<file path="src/aclink_pkg.sv">
package aclink_pkg;
  localparam int FRAME_BITS = 256;
  localparam int TAG_BITS = 16;
  localparam int SLOT_BITS = 20;
  localparam int NUM_SLOTS = 12;
  localparam int BIT_CNT_W = 8;
  localparam int GPIO_W = 5;
  // tag slot bit positions, counted from the last bit sent
  localparam int TAG_FRAME_VALID = 15;
  localparam int TAG_SLOT1_VALID = 14;
  localparam int TAG_SLOT2_VALID = 13;
  localparam int TAG_SLOT12_VALID = 3;
  localparam int TAG_ID_HI = 1;
  localparam int SLOT1_DIR_BIT = 19;
  localparam int INDEX_MSB = 18;
  localparam int INDEX_LSB = 12;
  localparam int WDATA_MSB = 19;
  localparam int WDATA_LSB = 4;
  localparam int GPIO_MSB = 8;
  localparam int GPIO_LSB = 4;
  localparam int LINK_DIV_HALF = 8;
  localparam logic [1:0] PRIMARY_ID = 2'h0;
  localparam logic [15:0] WDATA_RESET = 16'h0000;
  localparam logic [19:0] SAMPLE_RESET = 20'h00000;
  localparam logic [GPIO_W-1:0] GPIO_RESET = 5'h00;
endpackage : aclink_pkg

</file>
<file path="src/aclink_if.sv">
`timescale 1ns/10ps
`default_nettype none
interface aclink_if;
  logic bit_clk;
  logic sync;
  logic sdata_out;
  modport dev (input bit_clk, input sync, input sdata_out);
  modport ctl (output bit_clk, output sync, output sdata_out);
endinterface : aclink_if
`default_nettype wire

</file>
<file path="src/aclink_dev_end.sv">
`timescale 1ns/10ps
`default_nettype none
// Notes on behaviour
// frame: 16-bit tag, twelve 20-bit slots
// frame bits numbered F0 to F255
// sync sampled high on falling edge starts frame
// bit at sync edge ends previous frame
// next falling edge latches frame bit zero
// controller sends samples msb first, left justified
// controller drives reserved bits as zero
// access needs frame valid and matching identity
// primary: read slot1 valid, write both valid
// secondary: slot1 and slot2 valid both clear
// slot one bit 19: one read, zero write
// index below direction bit, low bit zero
// slot two write value ignored on reads
// writes atomic, never split across frames
// slots three to eleven are samples
// slot map chooses which slot feeds outputs
// slot twelve gpio bits drive output pins
// input-configured gpio bits are discarded
// source select ignores slot twelve entirely
// no access while link not ready
// valid read answered in next inbound frame; code only pulses O_REG_READ
// slot valid tags qualify each sample
// primary answers only identity zero
module aclink_dev_end
  import aclink_pkg::*;
(
  input wire logic I_CLK,
  input wire logic I_RST,
  aclink_if.dev link,
  input wire logic [1:0] I_CODEC_IDENTITY_SETTING,
  input wire logic [1:0] I_SLOT_MAP_SELECT,
  input wire logic I_ALTERNATE_SLOT_MAP,
  input wire logic I_GPIO_OUTPUT_SOURCE_SELECT,
  input wire logic [GPIO_W-1:0] I_GPIO_DIR_OUT,
  input wire logic [GPIO_W-1:0] I_GPIO_STATUS_VALUE,
  input wire logic I_LINK_READY,
  output logic O_REG_WRITE,
  output logic O_REG_READ,
  output logic [6:0] O_REGISTER_INDEX,
  output logic [15:0] O_WRITE_VALUE,
  output logic [19:0] O_LEFT_SAMPLE,
  output logic [19:0] O_RIGHT_SAMPLE,
  output logic O_SAMPLE_STROBE,
  output logic [GPIO_W-1:0] O_GPIO_OUT,
  output logic O_FRAME_START
);
  typedef struct packed
  {
    logic bclk_d;
    logic [BIT_CNT_W-1:0] pos;
    logic locked;
    logic [FRAME_BITS-1:0] shf;
    logic [FRAME_BITS-1:0] frame;
    logic frame_done;
    logic wr;
    logic rd;
    logic [6:0] idx;
    logic [15:0] wval;
    logic [19:0] left;
    logic [19:0] right;
    logic smp;
    logic [GPIO_W-1:0] gpio_pend;
    logic [GPIO_W-1:0] gpio;
    logic fstart;
  } st_t;
  st_t s_reg;
  st_t s_next;
  logic [2:0] pins;
  logic bclk_s;
  logic sync_s;
  logic sdo_s;
  aclink_sync2 u_sync (
    .I_CLK(I_CLK),
    .I_RST(I_RST),
    .i_async({link.bit_clk, link.sync, link.sdata_out}),
    .o_sync(pins)
  );
  assign bclk_s = pins[2];
  assign sync_s = pins[1];
  assign sdo_s = pins[0];
  logic fall;
  assign fall = s_reg.bclk_d & ~bclk_s;
  // frame fields, frame bit F0 at the top of the vector
  logic [15:0] tag;
  logic [19:0] slot [1:NUM_SLOTS];
  assign tag = s_reg.frame[FRAME_BITS-1 -: TAG_BITS];
  genvar g;
  generate
    for (g = 1; g <= NUM_SLOTS; g++)
    begin : g_slot
      assign slot[g] = s_reg.frame[FRAME_BITS-TAG_BITS-(g-1)*SLOT_BITS-1 -: SLOT_BITS];
    end
  endgenerate
  logic [1:0] fid;
  logic id_ok;
  logic tags_ok;
  logic is_read;
  logic access;
  logic [3:0] lslot;
  logic [3:0] rslot;
  always_comb
  begin
    fid = tag[TAG_ID_HI:0];
    id_ok = tag[TAG_FRAME_VALID] && (fid == I_CODEC_IDENTITY_SETTING);
    is_read = slot[1][SLOT1_DIR_BIT];
    if (I_CODEC_IDENTITY_SETTING == PRIMARY_ID)
      tags_ok = tag[TAG_SLOT1_VALID] && (is_read || tag[TAG_SLOT2_VALID]);
    else
      tags_ok = !tag[TAG_SLOT1_VALID] && !tag[TAG_SLOT2_VALID];
    access = id_ok && tags_ok && !slot[1][INDEX_LSB] && I_LINK_READY;
    // slot pairs picked by map select, identity and alternate map
    case ({I_ALTERNATE_SLOT_MAP, I_SLOT_MAP_SELECT ^ I_CODEC_IDENTITY_SETTING})
      3'b000: lslot = 4'h3;
      3'b001: lslot = 4'h7;
      3'b010: lslot = 4'h6;
      3'b011: lslot = 4'h9;
      default: lslot = 4'h7;
    endcase
    rslot = (lslot == 4'h3) ? 4'h4 : (lslot == 4'h6) ? 4'h9 : lslot + 4'h1;
    if (rslot == 4'ha)
      rslot = 4'h6;
  end
  always_comb
  begin
    s_next = s_reg;
    s_next.bclk_d = bclk_s;
    s_next.frame_done = 1'b0;
    s_next.wr = 1'b0;
    s_next.rd = 1'b0;
    s_next.smp = 1'b0;
    s_next.fstart = 1'b0;
    if (fall)
    begin
      // sync high once 15 bits have passed, or before lock: this edge's data closes the old frame
      if (sync_s && (s_reg.pos >= 8'h0f || !s_reg.locked))
      begin
        s_next.frame = {s_reg.shf[FRAME_BITS-2:0], sdo_s};
        s_next.frame_done = s_reg.locked;
        s_next.locked = 1'b1;
        s_next.pos = 8'h00;
        s_next.fstart = 1'b1;
        s_next.gpio = s_reg.gpio_pend;
      end
      else
      begin
        s_next.shf = {s_reg.shf[FRAME_BITS-2:0], sdo_s};
        s_next.pos = s_reg.pos + 8'h01;
      end
    end
    if (s_reg.frame_done)
    begin
      if (access)
      begin
        s_next.rd = is_read;
        s_next.wr = !is_read;
        s_next.idx = slot[1][INDEX_MSB:INDEX_LSB];
        if (!is_read)
          s_next.wval = slot[2][WDATA_MSB:WDATA_LSB];
      end
      // playback slots kept only when tagged valid
      if (tag[TAG_SLOT1_VALID - lslot + 4'h1])
        s_next.left = slot[lslot];
      if (tag[TAG_SLOT1_VALID - rslot + 4'h1])
        s_next.right = slot[rslot];
      s_next.smp = tag[TAG_FRAME_VALID];
      if (tag[TAG_FRAME_VALID] && tag[TAG_SLOT12_VALID])
        s_next.gpio_pend = (slot[12][GPIO_MSB:GPIO_LSB] & I_GPIO_DIR_OUT)
          | (s_reg.gpio_pend & ~I_GPIO_DIR_OUT);
    end
    if (I_GPIO_OUTPUT_SOURCE_SELECT)
    begin
      s_next.gpio_pend = I_GPIO_STATUS_VALUE;
      s_next.gpio = I_GPIO_STATUS_VALUE;
    end
  end
  always_ff @(posedge I_CLK or posedge I_RST)
  begin
    if (I_RST)
      s_reg <= '0;
    else
      s_reg <= s_next;
  end
  assign O_REG_WRITE = s_reg.wr;
  assign O_REG_READ = s_reg.rd;
  assign O_REGISTER_INDEX = s_reg.idx;
  assign O_WRITE_VALUE = s_reg.wval;
  assign O_LEFT_SAMPLE = s_reg.left;
  assign O_RIGHT_SAMPLE = s_reg.right;
  assign O_SAMPLE_STROBE = s_reg.smp;
  assign O_GPIO_OUT = s_reg.gpio & I_GPIO_DIR_OUT;
  assign O_FRAME_START = s_reg.fstart;
endmodule : aclink_dev_end
`default_nettype wire

</file>
<file path="src/aclink_sync2.sv">
`timescale 1ns/10ps
`default_nettype none
module aclink_sync2 (
  input wire logic I_CLK,
  input wire logic I_RST,
  input wire logic [2:0] i_async,
  output logic [2:0] o_sync
);
  typedef struct packed
  {
    logic [2:0] meta;
    logic [2:0] stable;
  } st_t;
  st_t s_reg;
  st_t s_next;
  always_comb
  begin
    s_next.meta = i_async;
    s_next.stable = s_reg.meta;
  end
  always_ff @(posedge I_CLK or posedge I_RST)
  begin
    if (I_RST)
      s_reg <= '0;
    else
      s_reg <= s_next;
  end
  assign o_sync = s_reg.stable;
endmodule : aclink_sync2
`default_nettype wire

</file>
<file path="src/flat_wrapper.sv">
// flat-port wrapper written by rule: the top's interface ports become plain ports
module aclink_dev_end_flat import aclink_pkg::*;
  (I_CLK, I_RST, I_CODEC_IDENTITY_SETTING, I_SLOT_MAP_SELECT, I_ALTERNATE_SLOT_MAP, I_GPIO_OUTPUT_SOURCE_SELECT, I_GPIO_DIR_OUT, I_GPIO_STATUS_VALUE, I_LINK_READY, O_REG_WRITE, O_REG_READ, O_REGISTER_INDEX, O_WRITE_VALUE, O_LEFT_SAMPLE, O_RIGHT_SAMPLE, O_SAMPLE_STROBE, O_GPIO_OUT, O_FRAME_START, link_bit_clk, link_sync, link_sdata_out);
  aclink_if link_i ();
  input wire logic I_CLK;
  input wire logic I_RST;
  input wire logic [1:0] I_CODEC_IDENTITY_SETTING;
  input wire logic [1:0] I_SLOT_MAP_SELECT;
  input wire logic I_ALTERNATE_SLOT_MAP;
  input wire logic I_GPIO_OUTPUT_SOURCE_SELECT;
  input wire logic [GPIO_W-1:0] I_GPIO_DIR_OUT;
  input wire logic [GPIO_W-1:0] I_GPIO_STATUS_VALUE;
  input wire logic I_LINK_READY;
  output logic O_REG_WRITE;
  output logic O_REG_READ;
  output logic [6:0] O_REGISTER_INDEX;
  output logic [15:0] O_WRITE_VALUE;
  output logic [19:0] O_LEFT_SAMPLE;
  output logic [19:0] O_RIGHT_SAMPLE;
  output logic O_SAMPLE_STROBE;
  output logic [GPIO_W-1:0] O_GPIO_OUT;
  output logic O_FRAME_START;
  input wire logic [$bits(link_i.bit_clk)-1:0] link_bit_clk;
  input wire logic [$bits(link_i.sync)-1:0] link_sync;
  input wire logic [$bits(link_i.sdata_out)-1:0] link_sdata_out;
  assign link_i.bit_clk = link_bit_clk;
  assign link_i.sync = link_sync;
  assign link_i.sdata_out = link_sdata_out;
  aclink_dev_end u_core (.I_CLK(I_CLK), .I_RST(I_RST), .link(link_i), .I_CODEC_IDENTITY_SETTING(I_CODEC_IDENTITY_SETTING), .I_SLOT_MAP_SELECT(I_SLOT_MAP_SELECT), .I_ALTERNATE_SLOT_MAP(I_ALTERNATE_SLOT_MAP), .I_GPIO_OUTPUT_SOURCE_SELECT(I_GPIO_OUTPUT_SOURCE_SELECT), .I_GPIO_DIR_OUT(I_GPIO_DIR_OUT), .I_GPIO_STATUS_VALUE(I_GPIO_STATUS_VALUE), .I_LINK_READY(I_LINK_READY), .O_REG_WRITE(O_REG_WRITE), .O_REG_READ(O_REG_READ), .O_REGISTER_INDEX(O_REGISTER_INDEX), .O_WRITE_VALUE(O_WRITE_VALUE), .O_LEFT_SAMPLE(O_LEFT_SAMPLE), .O_RIGHT_SAMPLE(O_RIGHT_SAMPLE), .O_SAMPLE_STROBE(O_SAMPLE_STROBE), .O_GPIO_OUT(O_GPIO_OUT), .O_FRAME_START(O_FRAME_START));
endmodule
</file>
<file path="config.mk">
export PLATFORM = sky130hd
export DESIGN_NAME = aclink_dev_end_flat
export DESIGN_NICKNAME = d
export VERILOG_FILES = /design/src/aclink_pkg.sv /design/src/aclink_if.sv /design/src/aclink_dev_end.sv /design/src/aclink_sync2.sv /design/src/flat_wrapper.sv
export SDC_FILE = /design/constraint.sdc
export NUM_CORES = 1
export LEC_CHECK = 0
export BUFFER_PORTS_ARGS = -buffer_cell sky130_fd_sc_hd__buf_2
export CORE_ASPECT_RATIO = 1.2
export CORE_MARGIN = 2
export CORE_UTILIZATION = 69
export CTS_BUF_LIST = sky130_fd_sc_hd__clkbuf_8
export DETAILED_ROUTE_END_ITERATION = 10
export PLACE_DENSITY = 0.94
export SLEW_MARGIN = 25
export SYNTH_ARGS = -nofsm -noshare
export SYNTH_HDL_FRONTEND = slang
export SYNTH_SLANG_ARGS = --single-unit
</file>
<file path="constraint.sdc">
create_clock -name I_CLK -period 25.6 [get_ports I_CLK]
set_input_delay 1.28 -clock I_CLK [delete_from_list [all_inputs] [get_ports I_CLK]]
set_output_delay 1.28 -clock I_CLK [all_outputs]
set_load 0.005 [all_outputs]
</file>
==> out/results.ini, run 1 <==
[status]
status = complete, no violations

[layout]
drive_gt1_share_pct = 23.6
area_delta_synth_final_pct = 8.72
largest_reg_flops = 497
layout.nets = 2224
diodes = 0

[yosys]
ys_async_sr_fraction_pct = 100
synth_area_leader_cell = dfrtp_1
syn-cell-area_mm2 = 0.0240
ys_top_cells_by_count = nand2_1, dfrtp_1, mux2_2
synth_top_area_share_pct = 59.8
ys.flop_type = dfrtp_1
syn_inst = 2181
yosysUniqueCellTypes = 46
synth_seq_cells = 573
ys_top_cells_by_area = dfrtp_1, nand2_1, mux2_2
synth_most_common_cell = nand2_1
synth_nets = 2208
synth.avg_cell_area_um2 = 11.0
ys_warn_count = 0
synth_edf_count = 0
synth_seq_area_share_pct = 59.8

[timing]
rsz0062_at_grt = no
setup_slack_ns = 20.94
max_freq_mhz = 215
setup_violations = 0
hold_ws_ns = 0.351
fin_setup_tns_ns = 0
max_slew_margin_pct = 24.7
final_hold_viol_count = 0
finClkSkew_ns = 0.0409
period_minus_slack_ns = 4.66
min_period_over_period_pct = 18.2
worstMarginPinSlew_ns = 1.13
finalMaxSlewViolations = 0

[drt]
dr.max_layer_used = met5
m1WireLength_um = 21400
wire_per_inst_um = 21.2
first_pass_iters = 7
ant_nets = 0
drt_iter0_drc = 1833
drc = 0
wl_met3_um = 5160
vias = 16873
met2_length_um = 28000
viasPerCell = 6.22
routed_wl_um = 57500

[global_routing]
grt_max_degree = 192
grt_pass1_wl_um = 93400
grt-ovfl-total = 0
grt_usage_pct = 32.4
antenna_found_initial = 3
grt_pass1_vias = 17449

[clocking]
htreeDepth = 3
clk_latency_ns = 0.64
cts_resized = 0
path_clk_slew_ns = 0.06
cts_setup_buffers = 0
numClockSinks = 573
cts_tree = built
cts-root-buf = clkbuf_8
cts.path.max_buffers = 3
cts-buffers-inserted = 85
postCtsHoldBufs = 0

[power_and_ir_drop]
p_int_uw = 1400
switching_share_pct = 24.8
powerDensity_mw_per_mm2 = 71.2
p_leak_uw = 0.0143
ir_drop_v = 0.0000542
clkPwrFrac_pct = 41.8
p_sw_uw = 460
power_frac_comb_pct = 7.4
seqPwrFrac_pct = 50.9

[hold_path]
min_delay_path_depth = 0
hold_start = u_core.u_sync.s_next[1]$_DFF_PP0_
holdPathEnd = u_core.u_sync.o_sync[1]$_DFF_PP0_
hold_path.class = flop to flop

[setup_path]
r2r_slack_ns = 21.79
critPathSlowestCell = inv_1
regToRegEndpoint = u_core.s_reg[121]$_DFFE_PP0P_
r2r_start = u_core.s_reg[591]$_DFFE_PP0P_
critPathKind = primary input to flop
timing.critical_path.mode_cell = mux2i_1
path_max_fanout = 40
arrival_ns = 5.17
worst-r2r-cell-count = 6
start_kind = primary input
critPathRequiredTime_ns = 26.11
critPathCaptureType = flop
slowest_delay_ns = 0.72
crit_chain = buf_2 -> xor2_2 -> nand3_1 -> inv_1 -> ha_1 -> nand2b_2 -> buf_4 -> mux2i_1 -> nand2_1 -> o221ai_1 -> mux2i_1 -> mux2_4

[placed_design]
dp_slack_ns = 20.60
place.gp.congestion = 0.886
io_buffers = 93
dp_hpwl_um = 33200

[die]
die_y_um = 208
io_pins = 94
initial_core_util_pct = 70.2
core_mm2 = 0.0342
die-area_mm2 = 0.0363
placementRows = 74
die_w_um = 174

[job]
cap_violations = 0

[final cells by class]
type | instances | area (um2)
sequential | 573 | 14300
multi-input combinational | 1416 | 8670
fill | 1857 | 8090
clock buffer | 106 | 1460
timing repair buffer | 114 | 679
tap | 456 | 571
clock inverter | 42 | 317
inverter | 7 | 38.8
[logic make-up after synthesis]
kind of cell	count (synthesis)	share of synthesized area, %
and+or+nand+nor	926	15.0
DFF	573	59.8
muxes	351	16.4
buffers and inverters	192	4.27
AOI/OAI and AO/OA	126	3.93
xor gates and xnor gates	8	0.355
adders and majority gates	5	0.261
[per-layer routing]
metal / up-vias / track usage (%)
met2: 1006 / 52.2
met5: - / 0
met3: 248 / 7.15
met1: 8438 / 41.9
met4: 6 / 16.2
li1: 7175 / -
[critical path: cells and delay by family]
family	cells	cell delay (ns)
buffers and inverters	3	1.45
multiplexers	3	0.74
AND/OR/NAND/NOR	3	0.60
XOR/XNOR	1	0.45
AO/OA/AOI/OAI	1	0.18
adder cells (fa/ha/maj)	1	0.42
[placed cells by master (no fill, tap or decap), drive strengths merged, types with 2 or more instances in the layout]
cell type / count
nor4: 2
o211a: 2
o21ai: 22
or2: 2
o22ai: 6
a21oi: 24
mux2: 285
bufinv: 5
xor2: 4
clkbuf: 106
nor2: 17
o31ai: 4
inv: 31
and2: 9
nand3: 17
mux2i: 66
nor2b: 4
buf: 114
nor3: 5
o221ai: 40
and3: 3
xnor2: 4
nand2b: 5
clkinv: 10
nand2: 859
clkinvlp: 3
a221o: 20
or3: 2
dfrtp: 573
ha: 5
[worst max-delay path by stage]
| stage | from | endpoint | slack [ns] |
|---|---|---|---|
| 2_1_floorplan | I_RST | u_core.O_FRAME_START$_DFF_PP0_ | 8.29 |
| 3_3_place_gp | I_CODEC_IDENTITY_SETTING[0] | u_core.O_RIGHT_SAMPLE[13]$_DFFE_PP0P_ | 20.83 |
| 3_5_place_dp | I_CODEC_IDENTITY_SETTING[0] | u_core.O_RIGHT_SAMPLE[13]$_DFFE_PP0P_ | 20.60 |
| 4_1_cts | I_CODEC_IDENTITY_SETTING[1] | u_core.O_RIGHT_SAMPLE[15]$_DFFE_PP0P_ | 21.08 |
| 5_1_grt | I_CODEC_IDENTITY_SETTING[1] | u_core.O_RIGHT_SAMPLE[15]$_DFFE_PP0P_ | 20.89 |
| 6_report | I_CODEC_IDENTITY_SETTING[0] | u_core.O_RIGHT_SAMPLE[15]$_DFFE_PP0P_ | 20.94 |
[through the flow]
step / utilization (%) / instances / instance area [um2] / power [uW]
floorplan: - / 2181 / 24000 / 1060
global placement: 71.0 / 2564 / 24200 / 1080
detailed placement: 71.0 / 2565 / 24300 / 1090
CTS: 76.2 / 2713 / 26000 / 1860
global route: 76.3 / 2714 / 26100 / 1920
finish: 76.3 / 2714 / 26100 / 1860
[power by group through the flow]
stage                     sequential [uW]  clock, uW  combinational (uW)
after global placement                959          0                 124
after detailed placement              959          0                 133
after CTS                             943        782                 135
final                                 944        775                 137
after global routing                  945        823                 148
after floorplan                       954          0                 106
(Power assumes the default switching activity.)
==> run 2: changes to the inputs <==
- CORE_UTILIZATION: 69 -> 58
- PLACE_DENSITY: 0.94 -> 0.84
- clock period: 25.6 -> 3.9 ns (I/O delays scaled with it)
==> run 2 against run 1 <==
Setup slack got worse by 20 ns. Non-clock buffer count rose by 30. Sequential power rose to 6.6 times the previous value. Register-to-register slack got worse by 21 ns. First-iteration DRC count fell by 32%. Cell count rose by 4.2%. Global-route usage fell by 7.0 points. Worst hold slack got worse by 0.26 ns. Total power rose to 6.5 times the previous value. Critical endpoint is now u_core.s_reg[183]$_DFFE_PP0P_. Largest power group unchanged. Highest routed layer is now met4.
==> out/results.ini, run 2 (synthesized netlist as in run 1, its figures left out) <==
[timing]
max_freq_mhz = 331
period_minus_slack_ns = 3.02
finalMaxSlewViolations = 0  ; unchanged
max_slew_margin_pct = 38.2  ; +14 points
finClkSkew_ns = 0.0380  ; -0.00295 ns
rsz0062_at_grt = no
setup_violations = 0  ; unchanged
final_hold_viol_count = 0  ; unchanged
min_period_over_period_pct = 77.4
worstMarginPinSlew_ns = 0.927  ; -0.203 ns
hold_ws_ns = 0.0906  ; -0.261 ns

[placed_design]
place.gp.congestion = 0.856  ; -3.4%
place_area_mm2 = 0.0246  ; +1.2%
io_buffers = 93  ; unchanged
dp_hpwl_um = 31700  ; -4.5%
dp.cells = 2660  ; +3.7%

[drt]
vias = 16096  ; -4.6%
first_pass_iters = 5  ; -2
viasPerCell = 5.69  ; -8.5%
drt_iter0_drc = 1242  ; -32%
drc = 0  ; unchanged
wire_per_inst_um = 18.6  ; -12%
routed_wl_um = 52600  ; -8.4%
ant_nets = 0  ; unchanged

[layout]
final_util_pct = 65.0  ; -11 points
layout_common_cells = nand2_1, dfrtp_1, mux2_2
diodes = 0  ; unchanged
design_area_mm2 = 0.0265  ; +1.5%
area_delta_synth_final_pct = 10.4
drive_gt1_share_pct = 23.9  ; +0.29 points
largest_reg_flops = 497  ; unchanged
final_common_cell = nand2_1
fin_cells = 2828  ; +4.2%
layout.nets = 2256  ; +1.4%

[hold_path]
hold_path.class = primary input to flop

[die]
die-area_mm2 = 0.0430  ; +19%
initial_core_util_pct = 58.9  ; -11 points
placementRows = 81  ; +9.5%
core_mm2 = 0.0407  ; +19%
io_pins = 94  ; unchanged
die_y_um = 227  ; +8.9%
die_w_um = 190  ; +8.9%

[setup_path]
arrival_ns = 3.54  ; -1.63 ns
critPathCaptureType = flop
path_max_fanout = 79  ; +98%
start_kind = flop
critPathKind = flop to flop
r2r_slack_ns = 0.88  ; -20.91 ns
critPathRequiredTime_ns = 4.43  ; -21.68 ns

[job]
cap_violations = 0  ; unchanged

[clocking]
cts_tree = built
htreeDepth = 3  ; unchanged
numClockSinks = 573  ; unchanged
clk_latency_ns = 0.68  ; +0.04 ns
cts-buffers-inserted = 87  ; +2.4%
cts.path.max_buffers = 3  ; unchanged
cts_setup_buffers = 0  ; unchanged
cts-root-buf = clkbuf_8
path_clk_slew_ns = 0.06  ; about the same

[power_and_ir_drop]
ir_drop_v = 0.000291  ; +440%
seqPwrFrac_pct = 51.6  ; +0.7 points
clkPwrFrac_pct = 40.6  ; -1.2 points
switching_share_pct = 25.2  ; +0.39 points
p_leak_uw = 0.0144  ; +0.93%
p_sw_uw = 3020  ; +560%
p_int_uw = 8990  ; +540%
powerDensity_mw_per_mm2 = 454  ; +540%
power_frac_comb_pct = 7.7  ; +0.3 points
finalPower_uw = 12000  ; +550%

[global_routing]
grt_pass1_vias = 16639  ; -4.6%
antenna_found_initial = 0  ; -3
grt-ovfl-total = 0  ; unchanged
grt_usage_pct = 25.4  ; -7.0 points
grt_pass1_wl_um = 86800  ; -7.1%
grt_max_degree = 166  ; -14%

[status]
status = complete, no violations

-- run 2: changes by cell type in the layout (fill, tap and decap cells not counted), sizes merged --
cell | before | now
clkbuf | 106 | 108
clkinv | 10 | 12
clkinvlp | 3 | 2
buf | 114 | 125
inv | 31 | 33
dlygate4sd3 | 0 | 19
bufinv | 5 | 1
-- run 2: layer usage --
layer,track usage [%],share of wire [%]
met2,42.4,50
met5,0,0
met1,33.2,42
met3,4.09,5.1
met4,10.8,2.9
-- run 2: worst max-delay path: stages, from the launching register on --
cell	delay, ns
dfrtp_1	0.39
ha_1	0.22
nand3_1	0.12
a31oi_1	0.72
and2_4	0.55
buf_12	0.42
mux2_2	0.40
-- run 2: area by class of cell --
type	count	area (um2)
tap	539	674
inverter	7	30.0
clock inverter	41	226
multi-input combinational	1416	8670
fill	3035	14300
clock buffer	108	1490
timing repair buffer	144	1050
sequential	573	14300
-- run 2: power by group through the flow --
stage               logic, uW  registers, uW  clock network (uW)
floorplan                 696           6260                   0
global placement          882           6300                   0
detailed placement        917           6310                   0
CTS                       935           6200                4990
global route             1020           6210                5250
finish                    930           6200                4880
-- run 2: final timing paths --
check                                                        from  depth (start not counted)                                      to
worst max-delay path                u_core.s_reg[591]$_DFFE_PP0P_                          6           u_core.s_reg[183]$_DFFE_PP0P_
worst min-delay path                                 I_LINK_READY                          4  u_core.O_REGISTER_INDEX[0]$_DFFE_PP0P_
worst max register to register      u_core.s_reg[591]$_DFFE_PP0P_                          6           u_core.s_reg[183]$_DFFE_PP0P_
worst min register to register  u_core.u_sync.s_next[0]$_DFF_PP0_                          0       u_core.u_sync.o_sync[0]$_DFF_PP0_
max in group asynchronous                                   I_RST                          4           u_core.s_reg[416]$_DFFE_PP0P_
min in group asynchronous                                   I_RST                          3           u_core.s_reg[173]$_DFFE_PP0P_
-- run 2: repair_timing --
item | 4_1_cts | 5_1_grt
resized for setup | 0 | 0
hold buffers | 19 | 0
hold endpoints to repair | 29 | 0
-- run 2: stage by stage --
stage	TNS [ns]	setup slack, ns
finish	0	0.883
global route	0	0.763
CTS	0	0.967
detailed placement	0	0.707
global placement	0	0.861
floorplan	-2349.62	-4.10
==> run 3: changes to the inputs <==
- CORE_UTILIZATION: 58 -> 64
- PLACE_DENSITY: 0.84 -> 0.88
- clock period: 3.9 -> 3.1 ns (I/O delays scaled with it)
==> run 3 against run 2 <==
Via count increased by 1.3%. Total power increased by 26%. Fmax increased by 16%. Register-to-register slack worse by 0.38 ns. Clock skew is 0.0068 ns lower. Count of clock-buffer cells in the layout up 3. Clock power up 25%. Combinational power up 28%. First-iteration DRC count grew 29%. Critical path depth increased by 1. Non-clock buffer count grew 6. Sequential share of layout area down 0.10 points. Critical endpoint is now u_core.s_reg[6]$_DFFE_PP0P_. Largest cell class unchanged.
==> out/results.ini, run 3 (synthesized netlist as in run 1, its figures left out) <==
[status]
status = complete, no violations

[power_and_ir_drop]
ir_drop_v = 0.000452  ; +55%
powerDensity_mw_per_mm2 = 569  ; +25%
p_int_uw = 11300  ; +26%
p_leak_uw = 0.0145  ; +0.67%
power_frac_comb_pct = 7.9  ; +0.2 points
clkPwrFrac_pct = 40.4  ; -0.2 points
seqPwrFrac_pct = 51.7  ; about the same
p_sw_uw = 3780  ; +25%
switching_share_pct = 25.0  ; -0.13 points

[timing]
max_slew_margin_pct = 36.6  ; -1.5 points
period_minus_slack_ns = 2.60  ; -0.416 ns
min_period_over_period_pct = 83.9  ; +6.6 points
finClkSkew_ns = 0.0312  ; -0.00677 ns
finalMaxSlewViolations = 0  ; unchanged
rsz0062_at_grt = no
fin_setup_tns_ns = 0  ; unchanged
final_hold_viol_count = 0  ; unchanged
setup_violations = 0  ; unchanged
max_freq_mhz = 384  ; +16%
worstMarginPinSlew_ns = 0.948  ; +0.0212 ns

[setup_path]
arrival_ns = 3.13  ; -0.41 ns
path_max_fanout = 7  ; -91%
worstSetupStartpoint = u_core.s_reg[77]$_DFF_PP0_
critPathKind = flop to flop
worst-r2r-cell-count = 7  ; +1
start_kind = flop
regToRegEndpoint = u_core.s_reg[6]$_DFFE_PP0P_
r2r_start = u_core.s_reg[77]$_DFF_PP0_
critPathRequiredTime_ns = 3.62  ; -0.81 ns
critPathCaptureType = flop
r2r_slack_ns = 0.50  ; -0.38 ns

[clocking]
numClockSinks = 573  ; unchanged
cts.path.max_buffers = 3  ; unchanged
clk_latency_ns = 0.65  ; -0.03 ns
cts-root-buf = clkbuf_8
cts_resized = 0  ; unchanged
path_clk_slew_ns = 0.06  ; about the same
htreeDepth = 3  ; unchanged
cts-buffers-inserted = 86  ; -1.1%
cts_setup_buffers = 0  ; unchanged
cts_tree = built

[drt]
wire_per_inst_um = 19.1  ; +2.4%
first_pass_iters = 6  ; +1
vias = 16298  ; +1.3%
drt_iter0_drc = 1601  ; +29%
drc = 0  ; unchanged
routed_wl_um = 52900  ; +0.56%
viasPerCell = 5.87  ; +3.1%
ant_nets = 0  ; unchanged

[hold_path]
hold_path.class = primary input to flop
min_delay_path_depth = 4  ; unchanged
holdPathEnd = u_core.O_REG_WRITE$_DFF_PP0_
hold_start = I_LINK_READY

[global_routing]
grt_pass1_wl_um = 87700  ; +1.1%
antenna_found_initial = 1  ; +1
grt-ovfl-total = 0  ; unchanged
grt_max_degree = 104  ; -37%
grt_pass1_vias = 17037  ; +2.4%
grt_usage_pct = 27.8  ; +2.4 points

[layout]
layout_common_cells = nand2_1, dfrtp_1, mux2_2
diodes = 0  ; unchanged
layout.nets = 2261  ; +0.22%
largest_reg_flops = 497  ; unchanged
final_common_cell = nand2_1
area_delta_synth_final_pct = 10.6
drive_gt1_share_pct = 24.2  ; +0.25 points
fin_cells = 2777  ; -1.8%

[die]
die_y_um = 216  ; -4.7%
die_w_um = 181  ; -4.7%
die-area_mm2 = 0.0390  ; -9.2%
initial_core_util_pct = 65.0  ; +6.1 points
placementRows = 77  ; -4.9%
core_mm2 = 0.0369  ; -9.4%
io_pins = 94  ; unchanged

[placed_design]
dp.cells = 2604  ; -2.1%
place.gp.congestion = 0.901  ; +5.3%
io_buffers = 93  ; unchanged
dp_hpwl_um = 32400  ; +2.1%

[job]
cap_violations = 0  ; unchanged

run 3: cell types whose count changed in the layout (fill, tap and decap cells not counted), moves of 3 or more:
cell | before | now
buf_12 | 12 | 18
buf_4 | 20 | 23
clkbuf_8 | 108 | 111
dlygate4sd3_1 | 19 | 16
inv_1 | 27 | 34
inv_6 | 4 | 1
run 3: worst max-delay path, stage by stage, from the launching register on:
cell and delay (ns):
dfrtp_1 0.46, and2_1 0.26, a21oi_1 0.54, or3_1 0.32, nor2_1 0.08, o21ai_0 0.18, nand3_1 0.10, dlygate4sd3_1 0.56
run 3: final cells by class:
type / count / area [um2]
flip-flops and latches: 573 / 14300
fillers: 2309 / 10400
multi-input cells: 1416 / 8670
clock buffers: 111 / 1530
repair buffers: 150 / 1160
well taps: 474 / 593
clock inverters: 46 / 209
inverters: 7 / 30.0
run 3: how the worst max path moves through the flow:
stage,cells past startpoint,slack [ns],end
after floorplan,1,-4.86,u_core.O_FRAME_START$_DFF_PP0_
after global placement,12,0.30,u_core.O_RIGHT_SAMPLE[13]$_DFFE_PP0P_
after detailed placement,12,0.13,u_core.O_RIGHT_SAMPLE[8]$_DFFE_PP0P_
after CTS,6,0.52,u_core.s_reg[7]$_DFFE_PP0P_
after global routing,6,0.38,u_core.s_reg[10]$_DFFE_PP0P_
final,7,0.50,u_core.s_reg[6]$_DFFE_PP0P_
run 3: stage by stage:
stage                     hold slack [ns]  util, %  power [uW]  cell area [um2]  setup slack [ns]
after detailed placement            0.266     66.7        9100            24600             0.135
after CTS                          0.0652     71.9       15200            26500             0.519
after floorplan                     0.186        -        8750            24000             -4.86
final                               0.105     71.9       15100            26500             0.499
after global placement              0.265     66.7        9050            24600             0.300
after global routing               0.0919     71.9       15700            26500             0.376
run 3: power by group through the flow:
| stage | logic, uW | clock network, uW | registers (uW) |
|---|---|---|---|
| after global placement | 1120 | 0 | 7920 |
| final | 1190 | 6100 | 7800 |
| after detailed placement | 1170 | 0 | 7930 |
| after global routing | 1300 | 6570 | 7810 |
| after floorplan | 876 | 0 | 7880 |
| after CTS | 1190 | 6210 | 7800 |
run 3: per-layer routing:
| metal | track usage (%) | part of all wire (%) | up-vias | wire (um) |
|---|---|---|---|---|
| met4 | 11.0 | 3.0 | 2 | 1580 |
| met2 | 45.3 | 49 | 690 | 26200 |
| met3 | 5.34 | 6.9 | 131 | 3650 |
| met1 | 37.3 | 41 | 8233 | 21500 |
| met5 | 0 | 0.025 | - | 13 |
| li1 | - | - | 7242 | - |
run 3: timing repair:
action | in CTS | in global routing
endpoints found under the setup margin | 0 | 0
hold buffers | 16 | 0
endpoints found under the hold margin | 30 | 0
